**src/shared/wdt_cfg.svh**
```systemverilog
// constants for the watchdog and reset-cause block: offsets, bit positions, counts
// assumes a 40 MHz system clock and an apb slave with 12-bit byte addresses
`ifndef WDT_CFG_SVH
`define WDT_CFG_SVH

// register byte offsets on the apb slave
`define RCF_OFFSET        12'h000
`define WDC_OFFSET        12'h004

// reset_cause_flags bit positions
`define RCF_WD_BIT        3
`define RCF_BO_BIT        2
`define RCF_EXT_BIT       1
`define RCF_POR_BIT       0

// watchdog_control bit positions
`define WDC_CE_BIT        4
`define WDC_EN_BIT        3
`define WDC_PS_HI         2
`define WDC_PS_LO         0

// reset values
`define RCF_RESET         4'h0
`define WDC_PS_RESET      3'h0

// change window length in system clock cycles
`define WDC_WINDOW_CYCLES 3'h4

// timeout at prescale code 000, in watchdog oscillator cycles
`define WDT_BASE_TIMEOUT  22'h00_4000
`define WDT_CNT_W         22

`endif

```
**src/shared/wdt_pkg.sv**
```systemverilog
// types shared by the watchdog top level and its timeout counter
// assumes wdt_cfg.svh for the counter width
`include "wdt_cfg.svh"
`default_nettype none
package wdt_pkg;
    typedef logic [2:0]              prescale_t;
    typedef logic [`WDT_CNT_W-1:0]   wdt_count_t;
    typedef enum logic [1:0] {SEL_NONE, SEL_RCF, SEL_WDC} reg_sel_t;
endpackage
`default_nettype wire

```
**src/shared/wdt_if.sv**
```systemverilog
// carrier between the watchdog control logic and the timeout counter
// both ends run on clk_sys; no crossing happens through this interface
`default_nettype none
interface wdt_if;
    import wdt_pkg::*;
    logic       restart;
    logic       enable;
    logic       tick;
    prescale_t  prescale;
    logic       expire;
    wdt_count_t count;
    modport ctrl    (output restart, output enable, output tick, output prescale,
                     input expire, input count);
    modport counter (input restart, input enable, input tick, input prescale,
                     output expire, output count);
endinterface
`default_nettype wire

```
**src/rtl/watchdog_and_reset_cause.sv**
```systemverilog
// watchdog timer with timed change protection and the reset-cause flag register
// assumes an apb master on clk_sys, reset sources and the 1 MHz oscillator as async pins
//
// The implementer's own choices: the APB interface to the registers and the register offsets.
`include "wdt_cfg.svh"
`default_nettype none
module watchdog_and_reset_cause
    import wdt_pkg::*;
#(
    parameter wdt_count_t BASE_TIMEOUT = `WDT_BASE_TIMEOUT
) (
    input  wire logic        clk_sys,
    input  wire logic        rst,
    // apb slave
    input  wire logic        psel,
    input  wire logic        penable,
    input  wire logic        pwrite,
    input  wire logic [11:0] paddr,
    input  wire logic [31:0] pwdata,
    output logic      [31:0] prdata,
    output logic             pready,
    output logic             pslverr,
    // core side, same clock
    input  wire logic        watchdog_restart_instruction,
    // asynchronous pins
    input  wire logic        wdt_osc_clk,
    input  wire logic        always_on_fuse,
    input  wire logic        power_on_reset_evt,
    input  wire logic        brownout_reset_evt,
    input  wire logic        external_reset_evt,
    // outputs
    output logic             wdt_reset_pulse,
    output logic             watchdog_active
);

    // ------------------------------------------------------------------
    // pin synchronisers: first stage feeds only the second stage
    logic [4:0] pin_meta_reg;
    logic [4:0] pin_sync_reg;
    logic       osc_prev_reg;
    wire  [4:0] pin_raw;
    wire        osc_s;
    wire        level2;
    wire        por_s;
    wire        bor_s;
    wire        ext_s;
    wire        osc_tick;

    assign pin_raw = {wdt_osc_clk, always_on_fuse, external_reset_evt,
                      brownout_reset_evt, power_on_reset_evt};
    assign por_s   = pin_sync_reg[0];
    assign bor_s   = pin_sync_reg[1];
    assign ext_s   = pin_sync_reg[2];
    assign level2  = pin_sync_reg[3];
    assign osc_s   = pin_sync_reg[4];
    // the 1 MHz oscillator is sampled, so each of its rising edges is one tick
    assign osc_tick = osc_s & ~osc_prev_reg;

    // two-flop synchronisers for all asynchronous pins
    always_ff @(posedge clk_sys) begin
        if (rst) begin
            pin_meta_reg <= 5'h00;
            pin_sync_reg <= 5'h00;
            osc_prev_reg <= 1'b0;
        end else begin
            pin_meta_reg <= pin_raw;
            pin_sync_reg <= pin_meta_reg;
            osc_prev_reg <= osc_s;
        end
    end

    // ------------------------------------------------------------------
    // apb decode; registers answer with no wait state
    wire       access_ph;
    wire       setup_rd;
    wire       apb_wr;
    reg_sel_t  sel;
    wire       wr_rcf;
    wire       wr_wdc;

    assign sel = ({paddr[11:2], 2'h0} == `RCF_OFFSET) ? SEL_RCF :
                 ({paddr[11:2], 2'h0} == `WDC_OFFSET) ? SEL_WDC : SEL_NONE;
    assign access_ph = psel & penable;
    assign setup_rd  = psel & ~penable & ~pwrite;
    assign apb_wr    = access_ph & pwrite;
    assign wr_rcf    = apb_wr & (sel == SEL_RCF);
    assign wr_wdc    = apb_wr & (sel == SEL_WDC);
    assign pready    = 1'b1;
    assign pslverr   = access_ph & (sel == SEL_NONE);

    // ------------------------------------------------------------------
    // chip reset sources; the watchdog pulse counts as one of them
    logic wdt_pulse_reg;
    wire  chip_reset_any;
    wire  wdt_expire;

    assign chip_reset_any  = por_s | bor_s | ext_s | wdt_pulse_reg;
    assign wdt_reset_pulse = wdt_pulse_reg;

    // one-cycle reset pulse on expiry; expiry itself is a single-cycle event
    always_ff @(posedge clk_sys) begin
        if (rst) begin
            wdt_pulse_reg <= 1'b0;
        end else begin
            wdt_pulse_reg <= wdt_expire;
        end
    end

    // ------------------------------------------------------------------
    // reset-cause flags: set always beats a same-cycle clear
    function automatic logic flag_next(input logic set, input logic clr, input logic cur);
        flag_next = set | (~clr & cur);
    endfunction

    logic [3:0] rcf_reg;
    logic [3:0] rcf_next;
    wire  [3:0] rcf_sw_clr;

    // software clears a flag by writing zero to it; writing one leaves it alone
    assign rcf_sw_clr = {4{wr_rcf}} & ~pwdata[3:0];
    assign rcf_next[`RCF_WD_BIT]  = flag_next(wdt_pulse_reg,
                                    por_s | rcf_sw_clr[`RCF_WD_BIT],
                                    rcf_reg[`RCF_WD_BIT]);
    assign rcf_next[`RCF_BO_BIT]  = flag_next(bor_s,
                                    por_s | rcf_sw_clr[`RCF_BO_BIT],
                                    rcf_reg[`RCF_BO_BIT]);
    assign rcf_next[`RCF_EXT_BIT] = flag_next(ext_s,
                                    por_s | rcf_sw_clr[`RCF_EXT_BIT],
                                    rcf_reg[`RCF_EXT_BIT]);
    assign rcf_next[`RCF_POR_BIT] = flag_next(por_s,
                                    rcf_sw_clr[`RCF_POR_BIT],
                                    rcf_reg[`RCF_POR_BIT]);

    // cause flags survive chip resets, except that power-on clears the watchdog, brown-out and external flags; only the block reset wipes them all
    always_ff @(posedge clk_sys) begin
        if (rst) begin
            rcf_reg <= `RCF_RESET;
        end else begin
            rcf_reg <= rcf_next;
        end
    end

    // ------------------------------------------------------------------
    // watchdog control with timed change window
    logic       en_reg;
    logic       en_next;
    prescale_t  ps_reg;
    prescale_t  ps_next;
    logic [2:0] win_cnt_reg;
    logic [2:0] win_cnt_next;
    wire        wr_ce;
    wire        wr_en;
    wire        win_open;
    wire        open_seq;
    wire        commit;
    wire        kill;
    wire        eff_en;

    assign wr_ce    = pwdata[`WDC_CE_BIT];
    assign wr_en    = pwdata[`WDC_EN_BIT];
    assign win_open = (win_cnt_reg != 3'h0);
    // both ones in one write start the window, even if enable is already set
    assign open_seq = wr_wdc & wr_ce & wr_en;
    // second write of the sequence: change enable zero, inside the window
    assign commit   = wr_wdc & win_open & ~wr_ce;
    // enable zero with change enable reading one also disables
    assign kill     = wr_wdc & win_open & wr_ce & ~wr_en;
    // fuse programmed forces the watchdog on whatever the register holds
    assign eff_en   = en_reg | level2;
    assign watchdog_active = eff_en;

    // enable: chip reset leaves it off, so level 1 starts disabled
    assign en_next = chip_reset_any ? 1'b0 :
                     open_seq       ? 1'b1 :
                     commit         ? wr_en :
                     kill           ? 1'b0 :
                     (wr_wdc & wr_en) ? 1'b1 :
                     en_reg;
    // prescale changes only through the timed sequence in either level, or back to WDC_PS_RESET on chip reset
    assign ps_next = chip_reset_any ? `WDC_PS_RESET :
                     commit ? pwdata[`WDC_PS_HI:`WDC_PS_LO] : ps_reg;
    // window counts four cycles then closes by itself; a commit closes it early
    assign win_cnt_next = chip_reset_any ? 3'h0 :
                          open_seq ? `WDC_WINDOW_CYCLES :
                          commit   ? 3'h0 :
                          win_open ? win_cnt_reg - 3'h1 : 3'h0;

    // control registers
    always_ff @(posedge clk_sys) begin
        if (rst) begin
            en_reg      <= 1'b0;
            ps_reg      <= `WDC_PS_RESET;
            win_cnt_reg <= 3'h0;
        end else begin
            en_reg      <= en_next;
            ps_reg      <= ps_next;
            win_cnt_reg <= win_cnt_next;
        end
    end

    // ------------------------------------------------------------------
    // timeout counter
    wdt_if wif ();

    assign wif.restart  = watchdog_restart_instruction | chip_reset_any;
    assign wif.enable   = eff_en;
    assign wif.tick     = osc_tick;
    assign wif.prescale = ps_reg;
    assign wdt_expire   = wif.expire;

    wdt_counter #(
        .BASE_TIMEOUT (BASE_TIMEOUT)
    ) u_counter (
        .clk_sys (clk_sys),
        .rst     (rst),
        .wif     (wif.counter)
    );

    // ------------------------------------------------------------------
    // read data captured in the setup phase, so it stands through the access phase
    logic [31:0] prdata_reg;
    wire  [31:0] rd_mux;
    wire  [7:0]  wdc_view;

    // reserved bits are wired to zero
    assign wdc_view = {3'h0, win_open, eff_en, ps_reg};
    assign rd_mux   = (sel == SEL_RCF) ? {28'h000_0000, rcf_reg} :
                      (sel == SEL_WDC) ? {24'h00_0000, wdc_view} : 32'h0000_0000;
    assign prdata   = prdata_reg;

    // read data register
    always_ff @(posedge clk_sys) begin
        if (rst) begin
            prdata_reg <= 32'h0000_0000;
        end else if (setup_rd) begin
            prdata_reg <= rd_mux;
        end
    end
endmodule // watchdog_and_reset_cause
`default_nettype wire

```
**src/rtl/wdt_counter.sv**
```systemverilog
// timeout counter: counts synchronised watchdog oscillator ticks up to the limit
// assumes ticks are one clk_sys cycle wide and already synchronised
`include "wdt_cfg.svh"
`default_nettype none
module wdt_counter
    import wdt_pkg::*;
#(
    parameter wdt_count_t BASE_TIMEOUT = `WDT_BASE_TIMEOUT
) (
    input  wire logic clk_sys,
    input  wire logic rst,
    wdt_if.counter    wif
);

    // timeout doubles with each prescale step
    function automatic wdt_count_t timeout_limit(input prescale_t sel);
        timeout_limit = BASE_TIMEOUT << sel;
    endfunction

    wdt_count_t cnt_reg;
    wdt_count_t cnt_next;
    wire        at_limit;
    wire        hold_zero;

    // a restart or a disabled watchdog forces zero, so a late tick cannot fire
    assign hold_zero   = wif.restart | ~wif.enable;
    assign at_limit    = (cnt_reg == timeout_limit(wif.prescale) - 22'h00_0001);
    assign wif.expire  = ~hold_zero & wif.tick & at_limit;
    assign wif.count   = cnt_reg;
    assign cnt_next    = hold_zero ? '0 :
                         ~wif.tick ? cnt_reg :
                         at_limit  ? '0 : cnt_reg + 22'h00_0001;

    // counter register
    always_ff @(posedge clk_sys) begin
        if (rst) begin
            cnt_reg <= '0;
        end else begin
            cnt_reg <= cnt_next;
        end
    end
endmodule // wdt_counter
`default_nettype wire

```
**config.mk**
```make
export PLATFORM = sky130hd
export DESIGN_NAME = watchdog_and_reset_cause
export DESIGN_NICKNAME = d
export VERILOG_FILES = /design/src/shared/wdt_pkg.sv /design/src/shared/wdt_if.sv /design/src/rtl/watchdog_and_reset_cause.sv /design/src/rtl/wdt_counter.sv
export VERILOG_INCLUDE_DIRS = /design/src /design/src/shared
export SDC_FILE = /design/constraint.sdc
export NUM_CORES = 1
export LEC_CHECK = 0
export BUFFER_PORTS_ARGS = -buffer_cell sky130_fd_sc_hd__clkbuf_2
export CAP_MARGIN = 15
export CORE_AREA = 5 5 72 140
export DETAILED_ROUTE_END_ITERATION = 10
export DIE_AREA = 0 0 77 145
export PLACE_DENSITY = 0.58
export SLEW_MARGIN = 40
export SYNTH_ARGS = -nofsm -noshare
export SYNTH_HDL_FRONTEND = slang
export SYNTH_SLANG_ARGS = --single-unit
```
**constraint.sdc**
```tcl
create_clock -name clk_sys -period 2.2 [get_ports clk_sys]
set_clock_uncertainty 0.1 [all_clocks]
set_input_delay 0 -clock clk_sys [delete_from_list [all_inputs] [get_ports clk_sys]]
set_output_delay 0 -clock clk_sys [all_outputs]
set_load 0.005 [all_outputs]
```
==> metrics.md <==
| Metric | Value |
|---|---|
| Status | `completed` |
| Met3 WL | `243 um` |
| Crit path max-delay family | `simple AND/OR/NAND/NOR gates` |
| IO Port Bufs | `33` |
| Share of cells above drive strength 1 | `about 25%` |
| Hold slack | `0.0244 ns` |
| Row cnt | `49` |
| R2R depth | `7` |
| Count leader, synth | `dfxtp_1` |
| I/O pin count | `91` |
| Nets | `~390` |
| Sequential-to-total area share from yosys stat | `just under 40%` |
| Share of the synthesized area in the top cell type | `38.7%` |
| Crit-path max cell delay | `0.55 ns` |
| Die Area | `11,200 um2` |
| Critical Path RT | `2.32 ns` |
| Storage cell area | `1000 um2` |
| Clk slew on worst S/H paths | `~0.06 ns` |
| Routed wire per std cell | `12.5 um` |
| Max FFs per register | `22` |
| Worst reg2reg setup slack | `0.12 ns` |
| CTS root buffer | `clkbuf_16` |
| Filler cell count | `890` |
| Final wirelength | `5430 um` |
| Worst Path Buf+Inv | `1` |
| Setup violators final | `0` |
| Final RePlAce weighted congestion | `0.756` |
| CP max FO | `4` |
| Final period util | `94.6%` |
| Setup crit end kind | `flip-flop` |
| Post-route ant nets | `0` |
| Top cells by area, synth | `dfxtp_1, buf_4, nor3_2` |
| GRT Resource Usage Total | `9.60%` |
| Most common library cells after synthesis | `dfxtp_1, nor2_1, buf_4` |
| CP arrival | `2.20 ns` |
| Initial antenna violation count | `0` |
| Met1 WL | `1900 um` |
| Async SR Flop Fraction | `0%` |
| RSZ-0062 raised after global routing | `false` |
| DIE HEIGHT | `145 um` |
| Max Cap Viol | `0` |
| Vias after detailed routing | `2,011` |
| HPWL Detailed | `between 4000 and 5000 um` |
| Slew Viols, Final | `0` |
| Core area | `8890 um2` |
| Reg2reg end | `u_counter.wif.count[14]` |
| Maximum clock rate | `0.480 GHz` |
| Hold Startpoint | `pwdata[4]` |
| CP max-delay cell | `or4_4` |
| FF+latch count, synth | `50` |
| Cells on Worst Hold Path | `4` |
| Cell Pwr Density | `609 nW/um2` |
| Vias in the first global route | `1,944` |
| Clk sink count | `50` |
| Prevailing post-synth register cell | `dfxtp_1` |
| Top sig layer | `met4` |
| Pleak | `1.21 nW` |
| Number of remaining DRC errors | `0` |
| Pin count of the biggest net entering global routing | `23` |
| Tmin final | `between 2 and 2.5 ns` |
| Grt ovf | `0` |
| Yosys warning total | `0` |
| Initial Utilization | `29.1%` |
| TritonCTS Buffers | `5` |
| CP cell instances | `ha_1 -> nand3b_1 -> buf_4 -> or4_4 -> nor3b_1 -> o31ai_1 -> a21oi_1` |
| Gate Count Post-Synth | `283` |
| Reg2reg start | `u_counter.wif.count[0]` |
| Vias per inst | `roughly 4.6` |
| Hold WC Path Type | `input pin to flip-flop` |
| H-Tree Depth | `2` |
| Antenna fix cells | `0` |
| Worst setup path category | `flip-flop to flip-flop` |
| Clock Path Buffers | `2` |
| DRT Pass-1 Iters | `4` |
| Post-synth EDFFs | `0` |
| TritonCTS clock tree | `yes` |
| Multi-input gate area | `about 1400 um2` |
| Total negative slack | `0 ns` |
| Skew-Pair Late Insertion Delay | `between 0.2 and 0.3 ns` |
| Mapped Area | `2590 um2` |
| Type of origin of the critical path | `flip-flop` |
| First-pass GRT wire length | `8980 um` |
| Die span in x | `roughly 77 um` |
| Final Hold Fails | `0` |
| Area growth from synthesis to layout | `19.7%` |
| Synth unique cells | `49` |
| Endpoint of the worst hold path | `ps_reg[1]` |
| Worst VDD drop | `approximately 570 uV` |
| Avg Synthesized Cell Area | `9.14 um2` |
| 1st-iter DRT viols | `55` |
| Routed wl met2 | `roughly 3100 um` |
| Synth area leader | `dfxtp_1` |
==> worst reg2reg max path, cell delays in order (launching register included) <==
cell and delay (ns):
dfxtp_2 0.35, ha_1 0.17, nand3b_1 0.14, buf_4 0.17, or4_4 0.55, nor3b_1 0.28
o31ai_1 0.12, a21oi_1 0.14
==> power by group <==
part           internal (mW)  switching (mW)  total, mW  leakage, nW
clock                  0.538           0.323      0.861       0.0781
combinational         0.0484          0.0532      0.102        0.730
sequential             0.917         0.00518      0.922        0.406
total                   1.50           0.381       1.88         1.21
==> cell usage in the layout, fill, tap and decap left out, types with 2 or more instances in the layout <==
cell and count:
nand3_1 6, nor4_4 2, nand4_1 7, clkbuf_2 33, nor2b_1 13, nor3_2 14
dlygate4sd3_1 11, dfxtp_2 2, clkbuf_1 2, and3_1 4, conb_1 28, xnor2_1 11
o31ai_1 2, clkbuf_16 5, dfxtp_1 48, nor3_1 10, a211oi_1 4, inv_1 10
xor2_1 10, a22oi_1 4, or3_1 3, nand2_1 12, nor2_1 31, a21oi_1 9
o21ai_0 3, buf_4 13, a21o_1 2, mux2i_1 5, mux2_2 3, ha_1 3
nor2_2 2
==> what timing repair did <==
| action | CTS | global route |
|---|---|---|
| hold buffers | 11 | 0 |
| setup buffers | 0 | 2 |
| hold endpoints to repair | 17 | 0 |
| gates resized for setup | 0 | 3 |
| setup endpoints to repair | 0 | 14 |
==> layout make-up <==
type | count | share of cell area [%]
clock inverter | 1 | 0.970
timing repair buffer | 58 | 12.7
clock buffer | 7 | 4.28
sequential | 50 | 32.4
multi-input combinational | 208 | 44.3
tap | 102 | 4.12
inverter | 10 | 1.21
==> per-stage QoR <==
step	power [mW]	util (%)	instance area [um2]	worst slack, ns	std cells
final	1.88	34.8	3100	0.118	436
after detailed placement	1.03	31.5	2800	0.0902	415
after floorplan	1.03	-	2680	0.141	309
after CTS	1.91	34.6	3070	0.0430	434
after global routing	1.95	34.8	3100	0.00603	436
after global placement	1.03	31.5	2800	0.0966	415
==> per-layer routing <==
metal | up-vias | GRT usage (%)
li1 | 1012 | -
met4 | 0 | 4.73
met5 | - | 0
met1 | 933 | 8.86
met3 | 14 | 1.36
met2 | 52 | 19.4
==> kinds of logic after synthesis <==
family                   after synthesis  synth area share [%]
XOR/XNOR                              21                  7.11
multiplexers                           8                  3.24
AND/OR/NAND/NOR                      116                  27.8
AO/OA/AOI/OAI                         32                  9.14
buffers and inverters                 51                  12.2
adder cells (fa/ha/maj)                3                  1.45
other                                  2                 0.290
flip-flops                            50                  38.7
==> worst max-delay path by stage <==
| stage | startpoint | end | slack, ns | depth (start not counted) |
|---|---|---|---|---|
| floorplan | u_counter.wif.count[0] | u_counter.wif.count[0] | 0.14 | 7 |
| global placement | u_counter.wif.count[0] | u_counter.wif.count[9] | 0.1 | 8 |
| detailed placement | u_counter.wif.count[0] | u_counter.wif.count[9] | 0.09 | 8 |
| CTS | u_counter.wif.count[0] | u_counter.wif.count[9] | 0.04 | 8 |
| global route | u_counter.wif.count[0] | u_counter.wif.count[9] | 0.006 | 8 |
| finish | u_counter.wif.count[0] | u_counter.wif.count[14] | 0.12 | 7 |
Power figures use the tool's default switching activity.
